## config.mk

```make
export PLATFORM = sky130hd
export DESIGN_NAME = io_line_ctrl
export DESIGN_NICKNAME = d
export VERILOG_FILES = /design/src/hdl/io_line_pkg.sv /design/src/hdl/io_line_filter.sv /design/src/hdl/io_line_ctrl.sv
export SDC_FILE = /design/constraint.sdc
export NUM_CORES = 1
export LEC_CHECK = 0
export ABC_AREA = 1
export BUFFER_PORTS_ARGS = -buffer_cell sky130_fd_sc_hd__buf_2
export CORE_MARGIN = 2
export CORE_UTILIZATION = 45
export CTS_CLUSTER_DIAMETER = 50
export DETAILED_ROUTE_END_ITERATION = 7
export HOLD_SLACK_MARGIN = 0.15
export PLACE_DENSITY = 0.75
export RECOVER_POWER = 100
export SYNTH_ARGS = -nofsm -noshare
export SYNTH_HDL_FRONTEND = slang
export SYNTH_SLANG_ARGS = --single-unit
```

## constraint.sdc

```tcl
create_clock -name CLK_I -period 2.65 [get_ports CLK_I]
set_input_delay 0.3975 -clock CLK_I [delete_from_list [all_inputs] [get_ports CLK_I]]
set_output_delay 0.3975 -clock CLK_I [all_outputs]
set_load 0.1 [all_outputs]
```

## src/hdl/io_line_pkg.sv

```systemverilog
// constants, types and helpers shared by the i/o line control block
package io_line_pkg;

  // ==========================================================
  // geometry
  localparam int LINES = 32;
  localparam int DIV_W = 14;
  localparam int CLK_PERIOD_NS = 10;

  // ==========================================================
  // port instances, each a copy of the map at its own base
  localparam logic [31:0] INST_A_BASE = 32'hfffff400;
  localparam logic [31:0] INST_STRIDE = 32'h00000200;

  // ==========================================================
  // register addresses as seen by port_instance_a
  localparam logic [31:0] ADDR_PULL_UP_DISABLE = 32'hfffff460;
  localparam logic [31:0] ADDR_PULL_UP_ENABLE = 32'hfffff464;
  localparam logic [31:0] ADDR_PULL_UP_STATUS = 32'hfffff468;
  localparam logic [31:0] ADDR_FUNC_SEL_LOW = 32'hfffff470;
  localparam logic [31:0] ADDR_FUNC_SEL_HIGH = 32'hfffff474;
  localparam logic [31:0] ADDR_FILT_SLOW_DIS = 32'hfffff480;
  localparam logic [31:0] ADDR_FILT_SLOW_EN = 32'hfffff484;
  localparam logic [31:0] ADDR_FILT_SEL_STATUS = 32'hfffff488;
  localparam logic [31:0] ADDR_DEBOUNCE_DIV = 32'hfffff48c;
  localparam logic [31:0] ADDR_PULL_DOWN_DIS = 32'hfffff490;
  localparam logic [31:0] ADDR_PULL_DOWN_EN = 32'hfffff494;
  localparam logic [31:0] ADDR_PULL_DOWN_STATUS = 32'hfffff498;
  localparam logic [31:0] ADDR_OUT_WRITE_EN = 32'hfffff4a0;
  localparam logic [31:0] ADDR_OUT_WRITE_DIS = 32'hfffff4a4;
  localparam logic [31:0] ADDR_OUT_WRITE_STATUS = 32'hfffff4a8;
  localparam logic [31:0] ADDR_WRITE_PROTECT = 32'hfffff4e4;

  // ==========================================================
  // field positions and reset values
  localparam int WP_ON_BIT = 0;
  localparam logic [31:0] RST_PULL_UP = 32'hffffffff;
  localparam logic [31:0] RST_PULL_DOWN = 32'h00000000;
  localparam logic [31:0] RST_FUNC_SEL = 32'h00000000;
  localparam logic [31:0] RST_DEBOUNCE_SEL = 32'h00000000;
  localparam logic [31:0] RST_OUT_WRITE = 32'h00000000;
  localparam logic [DIV_W-1:0] RST_DIV = 14'h0000;

  // ==========================================================
  // ahb-lite encodings
  localparam logic [1:0] HTRANS_NONSEQ = 2'h2;
  localparam logic [2:0] HSIZE_WORD = 3'h2;

  // ==========================================================
  // peripheral function of one line
  typedef enum logic [1:0] {FN_A, FN_B, FN_C, FN_D} periph_fn_t;

  // high select bit picks the pair, low bit the member of the pair
  function automatic periph_fn_t periph_fn(input logic hi, input logic lo);
    periph_fn = periph_fn_t'({hi, lo});
  endfunction : periph_fn

endpackage : io_line_pkg

```

## src/hdl/io_line_filter.sv

```systemverilog
// per-line glitch / debounce input filter
`timescale 1ns/1ps
module io_line_filter
  import io_line_pkg::*;
#(
  parameter int WIDTH = 32
) (
  // clock and reset
  input wire logic clk_i,
  input wire logic reset_i,
  // control
  input wire logic tick_i,
  input wire logic [WIDTH-1:0] debounce_sel_i,
  // lines
  input wire logic [WIDTH-1:0] line_i,
  output logic [WIDTH-1:0] line_o
);

  logic [WIDTH-1:0] glitch_r;
  logic [WIDTH-1:0] sample_r;
  logic [WIDTH-1:0] stable_r;
  logic [WIDTH-1:0] stable_nxt;
  logic [WIDTH-1:0] out_nxt;

  // ==========================================================
  // a level is accepted only when two half-period samples agree
  assign stable_nxt = tick_i ? ((line_i & ~(line_i ^ sample_r)) |
                                (stable_r & (line_i ^ sample_r)))
                             : stable_r;
  // synchronous sampling already hides anything under half a clock
  assign out_nxt = (debounce_sel_i & stable_r) |
                   (~debounce_sel_i & glitch_r);

  always_ff @(posedge clk_i) begin
    if (reset_i) begin
      glitch_r <= '0;
      sample_r <= '0;
      stable_r <= '0;
      line_o <= '0;
    end else begin
      glitch_r <= line_i;
      sample_r <= tick_i ? line_i : sample_r;
      stable_r <= stable_nxt;
      line_o <= out_nxt;
    end
  end
endmodule : io_line_filter

```

## src/hdl/io_line_ctrl.sv

```systemverilog
// ahb-lite register block for pad pulls, function select and input filter
//
// How it works
// - a one written to pull_up_enable turns that line's pull-up on.
// - pull_up_status reads zero for an active pull-up, one for an off one.
// - function_select_high and _low pick A, B (high 0) or C, D (high 1).
// - select, pull-up, pull-down and output-write writes are dropped while protected.
// - a one in filter_slow_clock_disable puts the line on the glitch filter.
// - a one in filter_slow_clock_enable puts the line on the debouncer.
// - filter_selection_status reads zero for glitch, one for debounce.
// - debounce_divider sets the half period to (field+1) slow-clock periods.
// - a one in pull_down_disable turns that line's pull-down off.
// - a one in pull_down_enable turns that line's pull-down on.
// - pull_down_status reads zero for an active pull-down, one otherwise.
// - four instances sit 0x200 apart, bit n of each register except divider and protect is line n.
//
// Added by the designer: the AHB-Lite register port.
`timescale 1ns/1ps
module io_line_ctrl
  import io_line_pkg::*;
#(
  parameter int INSTANCE = 0,
  parameter int WIDTH = LINES
) (
  // clock and reset
  input wire logic CLK_I,
  input wire logic RESET_I,
  // ahb-lite slave
  input wire logic HSEL_I,
  input wire logic [31:0] HADDR_I,
  input wire logic [1:0] HTRANS_I,
  input wire logic HWRITE_I,
  input wire logic [2:0] HSIZE_I,
  input wire logic [31:0] HWDATA_I,
  input wire logic HREADY_I,
  output logic [31:0] HRDATA_O,
  output logic HREADYOUT_O,
  output logic HRESP_O,
  // slow clock, sampled as a plain synchronous input
  input wire logic SLOW_CLK_I,
  // pads
  input wire logic [WIDTH-1:0] PAD_IN_I,
  output logic [WIDTH-1:0] PAD_FILTERED_O,
  output logic [WIDTH-1:0] PULL_UP_ON_O,
  output logic [WIDTH-1:0] PULL_DOWN_ON_O,
  output logic [WIDTH-1:0] FUNC_SEL_LOW_O,
  output logic [WIDTH-1:0] FUNC_SEL_HIGH_O,
  output logic [WIDTH-1:0] OUT_WRITE_ON_O
);

  // ==========================================================
  // address decode
  localparam logic [31:0] BASE = INST_A_BASE +
                                 INST_STRIDE * 32'(INSTANCE);

  function automatic logic hit(input logic [31:0] off,
                               input logic [31:0] reg_addr);
    hit = (off == (reg_addr - INST_A_BASE));
  endfunction : hit

  logic [31:0] addr_off;
  logic addr_fire;
  logic wr_pend_r;
  logic [31:0] wr_off_r;
  logic wr_fire;
  logic [WIDTH-1:0] wdata;

  assign addr_fire = HSEL_I & HREADY_I & HTRANS_I[1];
  assign addr_off = HADDR_I - BASE;
  assign wr_fire = wr_pend_r;
  assign wdata = HWDATA_I[WIDTH-1:0];

  // ==========================================================
  // state
  logic [WIDTH-1:0] pu_r;
  logic [WIDTH-1:0] pd_r;
  logic [WIDTH-1:0] fsel_lo_r;
  logic [WIDTH-1:0] fsel_hi_r;
  logic [WIDTH-1:0] deb_sel_r;
  logic [WIDTH-1:0] ow_r;
  logic [DIV_W-1:0] div_r;
  logic wp_on_r;
  logic [31:0] hrdata_r;

  logic [WIDTH-1:0] pu_nxt;
  logic [WIDTH-1:0] pd_nxt;
  logic [WIDTH-1:0] fsel_lo_nxt;
  logic [WIDTH-1:0] fsel_hi_nxt;
  logic [WIDTH-1:0] deb_sel_nxt;
  logic [WIDTH-1:0] ow_nxt;
  logic [DIV_W-1:0] div_nxt;
  logic wp_on_nxt;
  logic [31:0] hrdata_nxt;

  // ==========================================================
  // write strobes in the data phase
  logic w_pu_dis;
  logic w_pu_en;
  logic w_fs_lo;
  logic w_fs_hi;
  logic w_filt_dis;
  logic w_filt_en;
  logic w_div;
  logic w_pd_dis;
  logic w_pd_en;
  logic w_ow_en;
  logic w_ow_dis;
  logic w_wp;
  logic unlocked;

  assign unlocked = ~wp_on_r;
  assign w_pu_dis = wr_fire & unlocked & hit(wr_off_r, ADDR_PULL_UP_DISABLE);
  assign w_pu_en = wr_fire & unlocked & hit(wr_off_r, ADDR_PULL_UP_ENABLE);
  assign w_fs_lo = wr_fire & unlocked &
                   hit(wr_off_r, ADDR_FUNC_SEL_LOW);
  assign w_fs_hi = wr_fire & unlocked &
                   hit(wr_off_r, ADDR_FUNC_SEL_HIGH);
  assign w_filt_dis = wr_fire & hit(wr_off_r, ADDR_FILT_SLOW_DIS);
  assign w_filt_en = wr_fire & hit(wr_off_r, ADDR_FILT_SLOW_EN);
  assign w_div = wr_fire & hit(wr_off_r, ADDR_DEBOUNCE_DIV);
  assign w_pd_dis = wr_fire & unlocked &
                    hit(wr_off_r, ADDR_PULL_DOWN_DIS);
  assign w_pd_en = wr_fire & unlocked &
                   hit(wr_off_r, ADDR_PULL_DOWN_EN);
  assign w_ow_en = wr_fire & unlocked &
                   hit(wr_off_r, ADDR_OUT_WRITE_EN);
  assign w_ow_dis = wr_fire & unlocked & hit(wr_off_r, ADDR_OUT_WRITE_DIS);
  // the protect bit itself must stay writable or it could never be cleared
  assign w_wp = wr_fire & hit(wr_off_r, ADDR_WRITE_PROTECT);

  // ==========================================================
  // next state: in the set/clear pairs ones act, zeros leave the line alone; select, divider and protect take the written value
  assign pu_nxt = w_pu_en ? (pu_r | wdata)
                : w_pu_dis ? (pu_r & ~wdata) : pu_r;
  assign pd_nxt = w_pd_en ? (pd_r | wdata)
                : w_pd_dis ? (pd_r & ~wdata) : pd_r;
  assign deb_sel_nxt = w_filt_en ? (deb_sel_r | wdata)
                     : w_filt_dis ? (deb_sel_r & ~wdata)
                     : deb_sel_r;
  assign ow_nxt = w_ow_en ? (ow_r | wdata)
                : w_ow_dis ? (ow_r & ~wdata) : ow_r;
  assign fsel_lo_nxt = w_fs_lo ? wdata : fsel_lo_r;
  assign fsel_hi_nxt = w_fs_hi ? wdata : fsel_hi_r;
  assign div_nxt = w_div ? HWDATA_I[DIV_W-1:0] : div_r;
  assign wp_on_nxt = w_wp ? HWDATA_I[WP_ON_BIT] : wp_on_r;

  // ==========================================================
  // read mux, captured in the address phase; the master idles during
  // a write data phase, so a read never races a register update
  logic [31:0] rd_val;
  logic [31:0] rd_off;
  assign rd_off = addr_off;
  assign rd_val =
      hit(rd_off, ADDR_PULL_UP_STATUS) ? 32'(~pu_r)
    : hit(rd_off, ADDR_FUNC_SEL_LOW) ? 32'(fsel_lo_r)
    : hit(rd_off, ADDR_FUNC_SEL_HIGH) ? 32'(fsel_hi_r)
    : hit(rd_off, ADDR_FILT_SEL_STATUS) ? 32'(deb_sel_r)
    : hit(rd_off, ADDR_DEBOUNCE_DIV) ? 32'(div_r)
    : hit(rd_off, ADDR_PULL_DOWN_STATUS) ? 32'(~pd_r)
    : hit(rd_off, ADDR_OUT_WRITE_STATUS) ? 32'(ow_r)
    : hit(rd_off, ADDR_WRITE_PROTECT) ? 32'(wp_on_r)
    : 32'h00000000;
  assign hrdata_nxt = (addr_fire & ~HWRITE_I) ? rd_val : hrdata_r;

  // ==========================================================
  // registers
  always_ff @(posedge CLK_I) begin
    if (RESET_I) begin
      wr_pend_r <= 1'b0;
      wr_off_r <= 32'h00000000;
      hrdata_r <= 32'h00000000;
    end else begin
      // only whole-word writes are taken
      wr_pend_r <= addr_fire & HWRITE_I & (HSIZE_I == HSIZE_WORD);
      wr_off_r <= addr_fire ? addr_off : wr_off_r;
      hrdata_r <= hrdata_nxt;
    end
  end

  always_ff @(posedge CLK_I) begin
    if (RESET_I) begin
      pu_r <= RST_PULL_UP[WIDTH-1:0];
      pd_r <= RST_PULL_DOWN[WIDTH-1:0];
      fsel_lo_r <= RST_FUNC_SEL[WIDTH-1:0];
      fsel_hi_r <= RST_FUNC_SEL[WIDTH-1:0];
      deb_sel_r <= RST_DEBOUNCE_SEL[WIDTH-1:0];
      ow_r <= RST_OUT_WRITE[WIDTH-1:0];
      div_r <= RST_DIV;
      wp_on_r <= 1'b0;
    end else begin
      pu_r <= pu_nxt;
      pd_r <= pd_nxt;
      fsel_lo_r <= fsel_lo_nxt;
      fsel_hi_r <= fsel_hi_nxt;
      deb_sel_r <= deb_sel_nxt;
      ow_r <= ow_nxt;
      div_r <= div_nxt;
      wp_on_r <= wp_on_nxt;
    end
  end

  // ==========================================================
  // divided slow clock: a tick every div+1 slow edges is one half
  // period of 2*(div+1) slow periods
  logic slow_q_r;
  logic slow_rise;
  logic [DIV_W-1:0] slow_cnt_r;
  logic [DIV_W-1:0] slow_cnt_nxt;
  logic half_tick;

  assign slow_rise = SLOW_CLK_I & ~slow_q_r;
  assign half_tick = slow_rise & (slow_cnt_r >= div_r);
  assign slow_cnt_nxt = half_tick ? '0
                      : slow_rise ? slow_cnt_r + 1'b1 : slow_cnt_r;

  always_ff @(posedge CLK_I) begin
    if (RESET_I) begin
      slow_q_r <= 1'b0;
      slow_cnt_r <= '0;
    end else begin
      slow_q_r <= SLOW_CLK_I;
      slow_cnt_r <= slow_cnt_nxt;
    end
  end

  io_line_filter #(.WIDTH(WIDTH)) u_filter (
    .clk_i(CLK_I),
    .reset_i(RESET_I),
    .tick_i(half_tick),
    .debounce_sel_i(deb_sel_r),
    .line_i(PAD_IN_I),
    .line_o(PAD_FILTERED_O)
  );

  // ==========================================================
  // outputs
  assign HRDATA_O = hrdata_r;
  assign HREADYOUT_O = 1'b1;
  assign HRESP_O = 1'b0;
  assign PULL_UP_ON_O = pu_r;
  assign PULL_DOWN_ON_O = pd_r;
  assign FUNC_SEL_LOW_O = fsel_lo_r;
  assign FUNC_SEL_HIGH_O = fsel_hi_r;
  assign OUT_WRITE_ON_O = ow_r;

  // ==========================================================
  // checks
  periph_fn_t fn_line0;
  assign fn_line0 = periph_fn(fsel_hi_r[0], fsel_lo_r[0]);
endmodule : io_line_ctrl

```

# After elaboration in Yosys (flattened, before gate mapping)
# Cells that the tools add are included.
word_totals:
  register_bits: 415
  inputBits: 107
  elab_cells: 105
op_classes:
  addsub: 2
  n_lt_le_gt_ge: 1
  n_eq_ne: 21
  mux: 16
  bitwise_logic: 43
  n_reduce_logical: 5
op_table:
  columns: ["cell", "n"]
  rows:
  - ["$mux W32", 15]
  - ["$eq A32 B8 Y1 const B", 13]
  - ["$and A32 B32 Y32", 8]
  - ["$eq A32 B7 Y1 const B", 7]
  - ["$or A32 B32 Y32", 6]
  - ["$not A32 Y32", 5]
  - ["$sub A32 B32 Y32 const B", 1]
  - ["$xor A32 B32 Y32", 1]
  - ["$and A1 B1 Y1", 20]
  - ["$add A14 B1 Y14 const B", 1]
  - ["$ge A14 B14 Y1", 1]
  - ["$reduce_bool A2 Y1", 4]
  - ["$eq A3 B2 Y1 const B", 1]
  - ["$not A1 Y1", 3]
  - ["$reduce_or A2 Y1", 1]
  - ["$mux W1", 1]

# Longest topological paths before layout
# Gate-level depths: netlist of the first run.
logic_depth:
  ltp_word: 10
  ltp_mapped: 22

# Cells and area by module
# From an unflattened synthesis of the first run, not the netlist that was laid out.
unflattened:
  hier_cells: 2609
  hier_area_um2: 19079.5
by_module_without_submodules:
  columns: ["module", "instances", "cells_each", "area_each_um2", "seq_area_each_um2"]
  rows:
  - ["io_line_ctrl", 1, 2064, 14098.5, 5745.5]
  - ["io_line_filter", 1, 545, 4981.0, 2562.5]

# Worst setup path after synthesis of the first run
# Ideal clock, no wire load.
synth_timing:
  kind: "input port to flip-flop"
  from: "input port HADDR_I[10]"
  to: "register hrdata_r[30] (netlist: HRDATA_O[30])"
  setup_ns: 0.132
  arrival_ns: 2.390
  t_required_ns: 2.518
  path_slack_ns: 0.128
  cell_stages: 16
  n_path_buf: 1
  path_cell_list: "inv_1 ha_1 nor2_4 xnor2_1 nand2_1 nor2_1 nand2_1 nor3_2 clkbuf_1 nand4_1 nand3_1 nand2_1 nand2_1 nand2_1 nand2_1 a21oi_1"
synth_via:
  elab_chain_len: 9
  elab_cells_between_ends: 15
synth_rtl:
  columns: ["element", "line", "text"]
  rows:
  - ["start: declaration", "io_line_ctrl.sv:30", "input wire logic [31:0] HADDR_I,"]
  - ["$sub A32 B32 Y32 (*)", "io_line_ctrl.sv:69", "assign addr_off = HADDR_I - BASE;"]
  - ["$eq A32 B8 Y1", "io_line_ctrl.sv:58", "hit = (off == (reg_addr - INST_A_BASE));"]
  - ["$mux W32", "io_line_ctrl.sv:160", ": hit(rd_off, ADDR_OUT_WRITE_STATUS) ? 32'(ow_r)"]
  - ["$mux W32", "io_line_ctrl.sv:159", ": hit(rd_off, ADDR_PULL_DOWN_STATUS) ? 32'(~pd_r)"]
  - ["$mux W32", "io_line_ctrl.sv:158", ": hit(rd_off, ADDR_DEBOUNCE_DIV) ? 32'(div_r)"]
  - ["$mux W32", "io_line_ctrl.sv:157", ": hit(rd_off, ADDR_FILT_SEL_STATUS) ? 32'(deb_sel_r)"]
  - ["$mux W32", "io_line_ctrl.sv:156", ": hit(rd_off, ADDR_FUNC_SEL_HIGH) ? 32'(fsel_hi_r)"]
  - ["$mux W32", "io_line_ctrl.sv:155", ": hit(rd_off, ADDR_FUNC_SEL_LOW) ? 32'(fsel_lo_r)"]
  - ["$mux W32 (*)", "io_line_ctrl.sv:154", "hit(rd_off, ADDR_PULL_UP_STATUS) ? 32'(~pu_r)"]
  - ["end signal: assignment", "io_line_ctrl.sv:176", "hrdata_r <= hrdata_nxt;"]
  - ["end: declaration", "io_line_ctrl.sv:83", "logic [31:0] hrdata_r;"]
# Every way passes the cells marked *; elsewhere a longest branch is shown, timed or not.
# A chain may end at the register's enable or synchronous reset.

# Worst setup path after layout of the first run
layout_timing:
  from: "input port HADDR_I[9]"
  to: "register hrdata_r[29] (netlist: HRDATA_O[29])"
# Same word-level chain as after synthesis.

==> results of run 1 <==
-- layer usage --
layer / part of all wire, % / GRT usage [%] / routed length, µm
met1: 43 / 38.1 / 27800
met2: 45 / 45.4 / 28600
met3: 9.2 / 6.66 / 5870
met4: 2.9 / 9.11 / 1870
met5: 0.075 / 0 / 48
-- cell families (layout without fill, tap and decap cells) --
family	after synthesis	after routing	share of synthesized area (%)
AO/OA/AOI/OAI	629	629	19.1
XOR/XNOR	13	13	0.613
adder cells (fa/ha/maj)	17	17	1.15
buffers and inverters	511	955	10.6
flip-flops	415	415	44.8
other	2	9	0.0405
AND/OR/NAND/NOR	1033	1033	23.7
-- Yosys cell counts (all sizes together) --
library cell / instances
a2111o: 1
a211oi: 78
a21o: 1
a21oi: 185
a22oi: 32
a311oi: 1
and2: 2
and3: 2
buf: 23
clkbuf: 128
clkinv: 2
conb: 2
dfxtp: 415
ha: 17
inv: 358
nand2: 544
nand3: 58
nand3b: 6
nand4: 98
nor2: 278
nor3: 15
nor3b: 6
nor4: 10
o211ai: 37
o21ai: 284
o21bai: 9
o31ai: 1
or2: 13
or4: 1
xnor2: 8
xor2: 5
-- metrics by stage --
step | hold slack (ps) | worst slack (ps) | setup TNS, ps | instance area (µm²)
2_1_floorplan | 433 | 128 | 0 | 18600
3_3_place_gp | 443 | -292 | -7120 | 21400
3_5_place_dp | 453 | -313 | -8220 | 21400
4_1_cts | 151 | 108 | 0 | 23800
5_1_grt | 190 | -52.3 | -52.3 | 23500
6_report | 159 | 121 | 0 | 23500
-- what timing repair did --
| item | CTS | global route |
|---|---|---|
| hold buffers | 76 | 0 |
| gates resized for setup | 0 | 17 |
| setup endpoints to repair | 0 | 62 |
| hold endpoints to repair | 162 | 0 |
-- power groups by stage --
stage	sequential [mW]	clock, mW	combinational, mW
after floorplan	6.71	0	0.476
after global placement	6.57	0	0.959
after detailed placement	6.58	0	0.990
after CTS	6.44	7.00	1.09
after global routing	6.46	7.26	1.20
final	6.45	6.92	1.10
-- final cells by class --
class / count / area [µm²]
Sequential cell: 415 / 8310
Clock buffer: 66 / 1400
Clock inverter: 17 / 255
Tap cell: 532 / 666
Multi-Input combinational cell: 1694 / 8370
Fill cell: 3870 / 17200
Inverter: 360 / 1360
Timing Repair Buffer: 512 / 3150
Antenna cell: 7 / 17.5
-- worst max-delay path: stages --
cell,delay [ps]
sky130_fd_sc_hd__dlygate4sd3_1,550
sky130_fd_sc_hd__clkbuf_1,120
sky130_fd_sc_hd__nor2_1,90
sky130_fd_sc_hd__nand2_1,60
sky130_fd_sc_hd__nor2_1,100
sky130_fd_sc_hd__nand2_1,70
sky130_fd_sc_hd__nor2_2,150
sky130_fd_sc_hd__buf_6,140
sky130_fd_sc_hd__nand2_2,120
sky130_fd_sc_hd__nor3_4,250
sky130_fd_sc_hd__buf_4,290
sky130_fd_sc_hd__nand4_1,140
sky130_fd_sc_hd__nand3_1,120
sky130_fd_sc_hd__nand2_1,130
sky130_fd_sc_hd__nand2_1,90
sky130_fd_sc_hd__nand2_1,50
sky130_fd_sc_hd__nand2_1,50
sky130_fd_sc_hd__a21oi_1,50
-- how the worst max path moves through the flow --
stage | startpoint | end | slack [ps] | depth (start not counted)
final | HADDR_I[9] | HRDATA_O[29]$_SDFFE_PP0P_ | 120 | 18
after global routing | HADDR_I[0] | HRDATA_O[1]$_SDFFE_PP0P_ | -50 | 16
after detailed placement | HADDR_I[10] | HRDATA_O[15]$_SDFFE_PP0P_ | -310 | 19
after CTS | HADDR_I[9] | HRDATA_O[13]$_SDFFE_PP0P_ | 110 | 18
after global placement | HADDR_I[10] | HRDATA_O[6]$_SDFFE_PP0P_ | -290 | 20
after floorplan | HADDR_I[10] | HRDATA_O[30]$_SDFFE_PP0P_ | 130 | 16
==> impl_results.md, run 1 <==
- Run status: finished, violations left
- Failing checks: capacitance limit, slew limit
- Hold WC Path Type: primary input to flop
- Max FO, Critical Path: 16
- Clock network fraction of total power: 47.8%
- Overall power after layout: 14.5 mW
- Largest cells by area after synthesis: sky130_fd_sc_hd__dfxtp_1, sky130_fd_sc_hd__nand2_1, sky130_fd_sc_hd__o21ai_0
- Initial cell density of the core: 45.6%
- Switching share of total power: 24.0%
- Antenna violation net count after detailed routing: 0
- Register bit count reported by yosys: 415
- Syn-to-layout area delta: 26.8%
- Net switching power: 3.47 mW
- Endpoints failing hold: 0
- Top library cells by usage in the layout, fill and taps aside: sky130_fd_sc_hd__nand2_1, sky130_fd_sc_hd__dfxtp_1, sky130_fd_sc_hd__inv_1
- DRC viols: 0
- Number of buffers created by CTS: 48
- Yosys Warn Count: 0
- Post-layout instance count excluding filler cells: 3603
- Detailed-route vias per instance: 5.35
- Power density relative to cell area: 615 mW/mm²
- Clock transition at the registers of the reported paths: 60 ps
- Required time reported for the critical path endpoint: 3100 ps
- Gate count of the mapped netlist: 2620
- Maximum number of buffers from clock root to sink: 3
- Fraction of synthesized cell area taken by the top area cell type: 44.8%
- First-iteration detailed-routing DRC count: 1975
- Buffer type at the clock tree root: sky130_fd_sc_hd__clkbuf_16
- Number of max-cap violations: 1
- Final setup violating endpoints: 0
- DPL Wire Length: 44.7 mm
- Port bufs: 329
- Total nets after synthesis: 2744
- Die area: 0.0429 mm²
- Proportion of layout cells with a drive suffix above 1: 10.2%
- Clk sink count: 415
- End point of the most critical hold path: wr_off_r[8]$_SDFFE_PP0P_
- Biggest area consumer among synthesized cells: sky130_fd_sc_hd__dfxtp_1
- Post-synthesis instance area: 0.0186 mm²
- Total vias in the final route: 19.3k
- Type of the setup path with the least slack: primary input to flop
- Internal: 11.0 mW
- Slew at the pin with the worst max-slew slack: 1620 ps
- Yosys cell types: 46
- Register share of total power: 44.6%
- Overall global routing resource usage: 28.5%
- Final critical path time including I/O delays and setup: 2530 ps
- Leftover overflow at the end of global routing: 0
- Last weighted congestion value of the routability-driven placer: 0.933
- Antenna violations before repair: 9
- Die Wd: 207 µm
- Source-to-sink clock delay at the later pin of the worst-skew pair: 590 ps
- Fin crit share: 95.4%
- Arrival time of the worst setup path: 2980 ps
- Maximum number of pins on one net before global-route repair: 77
- Peak VDD IR: 0.604 mV
- Number of rows in the core area: 74
- # placed instances: 3435
- Detailed-route wire length per cell: 17.8 µm
- Share of the yosys chip area belonging to registers: 44.8%
- Core Region: 0.0407 mm²
- Max Clock Skew: 19.7 ps
- Logic pwr share: 7.6%
- Setup fix buffers added after clock tree synthesis: 0
- Register-to-register setup slack: 190 ps
- Depth of the worst register-to-register path: 14
- Average instance area after synthesis: 7.08 µm²
- Worst Hold Launch: HADDR_I[8]
- Final WL: 64.1 mm
- CTS tree: yes
- Final core utilization: 57.7%
- Reg2Reg Capture Point: u_filter.sample_r[26]$_SDFFE_PP0P_
- Peak Freq: 395 MHz
- LEAKAGE: 9.78 nW
- Remaining max-slew budget at the tightest pin: -7.79%
- Reg2reg start: div_r[5]$_SDFFE_PP0P_
- Crit end category: flop
- Final Net Count: 3155
- Die Y: 207 µm
- CTS H-Tree Depth: 2
- Ports: 333
- Kind of start point of the critical path: primary input
- Count of cells along the worst hold path: 3
- Wire length of the first global-routing pass: 98.0 mm
- Commonest non-fill, non-tap cell in the layout: sky130_fd_sc_hd__nand2_1
- Number of detailed-route iterations in the first pass: 5
- Pins Over Slew Limit: 73
- Via count of the first global-routing pass: 18.0k
No activity file was read; power rests on OpenSTA's default activity.
==> inputs of run 2 (changes only) <==
--- a/config.mk
+++ b/config.mk
@@ -12,7 +12,7 @@
 export CTS_CLUSTER_DIAMETER = 50
 export DETAILED_ROUTE_END_ITERATION = 7
 export HOLD_SLACK_MARGIN = 0.15
-export PLACE_DENSITY = 0.75
+export PLACE_DENSITY = 0.69
 export RECOVER_POWER = 100
 export SYNTH_ARGS = -nofsm -noshare
 export SYNTH_HDL_FRONTEND = slang
==> run 2 against run 1 <==
The flow now finishes without violations. Critical path depth decreased by 3. Total power fell by 3.2%. Hold slack better by 22 ps. Final cell count down 0.22%. Sequential share of layout area shrank 0.23 points. Design area rose by 0.66%.
==> impl_results.md, run 2 (synthesis gave the netlist of run 1 again) <==
- Arrival time of the worst setup path: 2970 ps
- Worst Hold Launch: HADDR_I[7]
- Clk sink count: 415
- Port bufs: 329
- Kind of start point of the critical path: primary input
- Detailed-route wire length per cell: 17.7 µm
- Source-to-sink clock delay at the later pin of the worst-skew pair: 580 ps
- Endpoints failing hold: 0
- Ports: 333
- LEAKAGE: 10.6 nW
- Final WL: 63.6 mm
- Overall power after layout: 14.0 mW
- Antenna violations before repair: 9
- Number of rows in the core area: 74
- Final core utilization: 58.1%
- List of cells traversed by the critical path: dlygate4sd3_1 > buf_2 > nor2_1 > inv_1 > nor2_1 > nand2_1 > nor3_4 > buf_12 > nand4_1 > nand3_1 > nand2_1 > nand2_1 > nand2_1 > nand2_1 > a21oi_1
- First-iteration detailed-routing DRC count: 1695
- Final Net Count: 3148
- Die Wd: 207 µm
- Type of the setup path with the least slack: primary input to flop
- Via count of the first global-routing pass: 17.9k
- End point of the most critical hold path: wr_off_r[7]$_SDFFE_PP0P_
- Last weighted congestion value of the routability-driven placer: 0.906
- Hold WC Path Type: primary input to flop
- Post-layout instance count excluding filler cells: 3595
- RSZ-0062 raised after global routing: true
- Remaining max-slew budget at the tightest pin: 32.0%
- Leftover overflow at the end of global routing: 0
- Initial cell density of the core: 45.6%
- Register-to-register setup slack: 250 ps
- Count of cells along the worst hold path: 3
- Reg2reg start: wr_off_r[28]$_SDFFE_PP0P_
- Clock transition at the registers of the reported paths: 60 ps
- Pins Over Slew Limit: 0
- Cell area after layout: 0.0237 mm²
- DPL Wire Length: 44.9 mm
- Depth of the worst register-to-register path: 10
- Wire length of the first global-routing pass: 98.3 mm
- Final critical path time including I/O delays and setup: 2530 ps
- Most Frequent Cell on Critical Path: sky130_fd_sc_hd__nand2_1
- Max Clock Skew: 17.5 ps
- Power density relative to cell area: 591 mW/mm²
- Number of max-cap violations: 0
- CTS H-Tree Depth: 2
- DRC viols: 0
- Overall global routing resource usage: 28.5%
- Total vias in the final route: 19.2k
- Fin crit share: 95.4%
- Run status: finished clean
- Number of buffers created by CTS: 48
- Number of detailed-route iterations in the first pass: 6
- Final setup violating endpoints: 0
- Cell Area, Placed: 0.0213 mm²
- Maximum number of pins on one net before global-route repair: 114
- Commonest non-fill, non-tap cell in the layout: sky130_fd_sc_hd__nand2_1
- Maximum number of buffers from clock root to sink: 3
- Syn-to-layout area delta: 27.6%
- Largest stage delay, worst path: 570 ps
- Max FO, Critical Path: 30
- Peak Freq: 396 MHz
- Setup fix buffers added after clock tree synthesis: 0
- Detailed-route vias per instance: 5.34
- Proportion of layout cells with a drive suffix above 1: 17.1%
- Required time reported for the critical path endpoint: 3090 ps
- Top library cells by usage in the layout, fill and taps aside: sky130_fd_sc_hd__nand2_1, sky130_fd_sc_hd__dfxtp_1, sky130_fd_sc_hd__inv_1
- Die Y: 207 µm
- Core Region: 0.0407 mm²
- Slew at the pin with the worst max-slew slack: 1020 ps
- CTS tree: yes
- # placed instances: 3428
- Slowest cell on the critical path: sky130_fd_sc_hd__dlygate4sd3_1
- Antenna violation net count after detailed routing: 0
- Buffer type at the clock tree root: sky130_fd_sc_hd__clkbuf_16
- Peak VDD IR: 0.513 mV
- Die area: 0.0429 mm²
- Crit end category: flop
==> run 2: cell count changes in the layout (fill, tap and decap cells not counted), moves of 5 or more <==
cell / delta
sky130_fd_sc_hd__buf_2: +232
sky130_fd_sc_hd__buf_6: -5
sky130_fd_sc_hd__clkbuf_1: -222
sky130_fd_sc_hd__clkbuf_2: -8
sky130_fd_sc_hd__clkbuf_8: -6
sky130_fd_sc_hd__nor2_1: +6
sky130_fd_sc_hd__nor2_2: -8
==> run 2: final cells by class <==
cell class | instances | area [µm²]
flip-flops and latches | 415 | 8310
clock buffers | 67 | 1320
clock inverters | 17 | 195
well taps | 532 | 666
multi-input cells | 1694 | 8380
diodes | 5 | 12.5
fillers | 3848 | 17100
inverters | 360 | 1360
repair buffers | 505 | 3450
==> run 2: power by group <==
| group | internal, mW | switching, mW | total [mW] |
|---|---|---|---|
| logic | 0.358 | 0.753 | 1.11 |
| clock network | 3.78 | 2.67 | 6.45 |
| registers | 6.39 | 0.0561 | 6.44 |
==> run 2: worst max path at each step <==
stage               cells after the start                   from  slack (ps)                        end
floorplan                              16            HADDR_I[10]         130  HRDATA_O[30]$_SDFFE_PP0P_
global placement                       18            HADDR_I[10]        -220  HRDATA_O[25]$_SDFFE_PP0P_
detailed placement                     17            HADDR_I[10]        -300  HRDATA_O[29]$_SDFFE_PP0P_
CTS                                    16             HADDR_I[0]         100  HRDATA_O[29]$_SDFFE_PP0P_
global route                           16  div_r[4]$_SDFFE_PP0P_         -10                       flop
finish                                 15             HADDR_I[6]         120  HRDATA_O[29]$_SDFFE_PP0P_
==> run 2: worst max-delay path: cells and delay by family <==
family / cells / cell delay, ps
and+or+nand+nor: 10 / 1390
AOI/OAI and AO/OA: 1 / 60
buffers and inverters: 4 / 1100
==> run 2: timing repair <==
action | 4_1_cts | 5_1_grt
hold buffers | 77 | 0
setup endpoints to repair | 0 | 49
hold endpoints to repair | 164 | 0
resized for setup | 0 | 12
==> run 2: per-layer routing <==
| metal | part of all wire [%] | global-route usage [%] | wire (µm) |
|---|---|---|---|
| met1 | 45 | 39.7 | 28600 |
| met2 | 43 | 43.4 | 27600 |
| met3 | 9.2 | 6.66 | 5830 |
| met4 | 2.4 | 9.31 | 1540 |
| met5 | 0.052 | 0 | 33 |
==> run 2: stage by stage <==
step           setup WS [ps]  setup TNS, ps  hold slack (ps)
2_1_floorplan            128              0              433
3_3_place_gp            -222          -6500              446
3_5_place_dp            -301          -8860              455
4_1_cts                  104              0              153
5_1_grt                -10.0          -19.3              211
6_report                 122              0              181
==> inputs of run 3 (changes only) <==
--- a/config.mk
+++ b/config.mk
@@ -7,13 +7,13 @@
 export LEC_CHECK = 0
 export ABC_AREA = 1
 export BUFFER_PORTS_ARGS = -buffer_cell sky130_fd_sc_hd__buf_2
-export CORE_MARGIN = 2
+export CAP_MARGIN = 30
+export CORE_MARGIN = 5
 export CORE_UTILIZATION = 45
 export CTS_CLUSTER_DIAMETER = 50
 export DETAILED_ROUTE_END_ITERATION = 7
 export HOLD_SLACK_MARGIN = 0.15
 export PLACE_DENSITY = 0.69
-export RECOVER_POWER = 100
 export SYNTH_ARGS = -nofsm -noshare
 export SYNTH_HDL_FRONTEND = slang
 export SYNTH_SLANG_ARGS = --single-unit
==> run 3 against run 2 <==
The flow now finishes with violations (DRC). Routed wire length increased by 2.5%. First-iteration DRC count grew 2.9%. Largest power group unchanged. Die area grew 5.9%. Via count grew 0.93%. Utilization grew 0.91 points. Global-route usage shrank 0.84 points. Hold slack better by 5.6 ps. Clock-buffer cell count decreased by 5. Design area grew 1.8%. Combinational power about the same. Clock power is 7.4% higher.
==> impl_results.md, run 3 (synthesis gave the netlist of run 1 again) <==
- Slowest cell on the critical path: sky130_fd_sc_hd__dlygate4sd3_1
- Core Region: 0.0408 mm²
- Max FO, Critical Path: 7
- Detailed-route wire length per cell: 18.0 µm
- DRC viols: 2
- Die Wd: 213 µm
- Buffer type at the clock tree root: sky130_fd_sc_hd__clkbuf_16
- Cell Area, Placed: 0.0215 mm²
- Detailed-route vias per instance: 5.35
- Final Net Count: 3172
- Number of rows in the core area: 74
- Final WL: 65.2 mm
- Antenna violation net count after detailed routing: 0
- Remaining max-slew budget at the tightest pin: 39.6%
- First-iteration detailed-routing DRC count: 1745
- Type of the setup path with the least slack: primary input to flop
- Maximum number of buffers from clock root to sink: 3
- Final core utilization: 59.0%
- Proportion of layout cells with a drive suffix above 1: 18.4%
- List of cells traversed by the critical path: dlygate4sd3_1 > buf_2 > or2_2 > nor3_2 > buf_4 > nand4_1 > nor2_4 > buf_12 > clkbuf_16 > nand4_1 > nand2_1 > nand3_1 > nand2_1 > nand2_1 > nand2_1 > nand2_1 > a21oi_1
- Leftover overflow at the end of global routing: 0
- Fillers: 3739
- Clock transition at the registers of the reported paths: 60 ps
- Kind of cell adding the most delay to the critical path: simple AND/OR/NAND/NOR gates
- RSZ-0062 raised after global routing: false
- Overall power after layout: 14.5 mW
- Crit end category: flop
- Most Frequent Cell on Critical Path: sky130_fd_sc_hd__nand2_1
- Cell area after layout: 0.0241 mm²
- Die area: 0.0454 mm²
- Ports: 333
- Hold WC Path Type: primary input to flop
- CTS tree: yes
- Endpoints failing hold: 0
- Total buffers and inverters traversed by the critical path: 5
- Arrival time of the worst setup path: 2970 ps
- Failing checks: DRC
- Peak VDD IR: 0.566 mV
- Run status: finished, violations left
- Die Y: 213 µm
- Port bufs: 329
- Commonest non-fill, non-tap cell in the layout: sky130_fd_sc_hd__nand2_1
- Peak Freq: 403 MHz
- Pins Over Slew Limit: 0
- Overall global routing resource usage: 27.6%
- Antenna violations before repair: 7
- Final critical path time including I/O delays and setup: 2480 ps
- Number of detailed-route iterations in the first pass: 8
- Fin crit share: 93.7%
- Last weighted congestion value of the routability-driven placer: 0.911
- Largest stage delay, worst path: 530 ps
- Source-to-sink clock delay at the later pin of the worst-skew pair: 570 ps
- Wire length of the first global-routing pass: 101 mm
- Syn-to-layout area delta: 29.9%
- Power density relative to cell area: 601 mW/mm²
- Max Clock Skew: 15.1 ps
- Number of buffers created by CTS: 48
- CTS H-Tree Depth: 2
- Via count of the first global-routing pass: 18.3k
- Slew at the pin with the worst max-slew slack: 907 ps
- Kind of start point of the critical path: primary input
- Number of max-cap violations: 0
- Clk sink count: 415
- Total vias in the final route: 19.4k
- Initial cell density of the core: 45.5%
- DPL Wire Length: 46.9 mm
- Top library cells by usage in the layout, fill and taps aside: sky130_fd_sc_hd__nand2_1, sky130_fd_sc_hd__dfxtp_1, sky130_fd_sc_hd__inv_1
- Required time reported for the critical path endpoint: 3140 ps
- Final setup violating endpoints: 0
- Maximum number of pins on one net before global-route repair: 139
- LEAKAGE: 10.8 nW
## run 3: final timing paths
check	depth (start not counted)	from	to	slack (ps)
hold reg to reg	2	flop	u_filter.line_o[18]$_SDFF_PP0_	460
hold / removal	3	HADDR_I[4]	wr_off_r[4]$_SDFFE_PP0P_	190
setup / recovery	17	HADDR_I[0]	HRDATA_O[31]$_SDFFE_PP0P_	170
setup reg to reg	10	wr_off_r[28]$_SDFFE_PP0P_	FUNC_SEL_LOW_O[14]$_SDFFE_PP0P_	170
## run 3: power breakdown
group | switching (mW) | total, mW | leakage (nW) | internal [mW]
registers | 0.0597 | 6.45 | 3.37 | 6.39
clock network | 2.69 | 6.93 | 0.805 | 4.24
logic | 0.756 | 1.12 | 6.63 | 0.362
total | 3.50 | 14.5 | 10.8 | 11.0
## run 3: worst register-to-register path, stage by stage (launching register included)
cell	delay [ps]
sky130_fd_sc_hd__dfxtp_1	310
sky130_fd_sc_hd__nor2_1	100
sky130_fd_sc_hd__inv_1	70
sky130_fd_sc_hd__nor4_1	370
sky130_fd_sc_hd__nand4_1	170
sky130_fd_sc_hd__buf_4	220
sky130_fd_sc_hd__nor3_1	190
sky130_fd_sc_hd__nor3b_2	280
sky130_fd_sc_hd__buf_12	310
sky130_fd_sc_hd__nor2_1	130
sky130_fd_sc_hd__a211oi_1	230
## run 3: layer usage
layer,GRT usage (%),vias up,share of wire [%]
met2,43.4,813,45
met3,5.72,122,9.0
li1,-,9426,-
met4,8.08,8,2.5
met5,0,-,0.094
met1,38.6,8995,44
## run 3: timing repair
item | CTS | global route
setup buffers | 0 | 3
endpoints found under the hold margin | 154 | 0
hold buffers | 85 | 0
endpoints found under the setup margin | 0 | 41
resized for setup | 0 | 23
## run 3: cell type report
class / instances / area, µm² / share of cell area (%)
Clock buffer: 62 / 1340 / 5.54
Timing Repair Buffer: 529 / 3730 / 15.5
Sequential cell: 415 / 8310 / 34.5
Multi-Input combinational cell: 1694 / 8390 / 34.8
Inverter: 360 / 1360 / 5.62
Clock inverter: 23 / 318 / 1.32
Antenna cell: 3 / 7.51 / 0.0311
Tap cell: 532 / 666 / 2.76
## run 3: per-stage QoR
| stage | TNS, ps | hold WS [ps] | worst slack (ps) | instances |
|---|---|---|---|---|
| after detailed placement | -8700 | 454 | -320 | 3442 |
| after global placement | -7570 | 447 | -269 | 3441 |
| after floorplan | 0 | 433 | 128 | 2620 |
| final | 0 | 187 | 167 | 3618 |
| after CTS | 0 | 154 | 124 | 3612 |
| after global routing | 0 | 182 | 4.06 | 3617 |
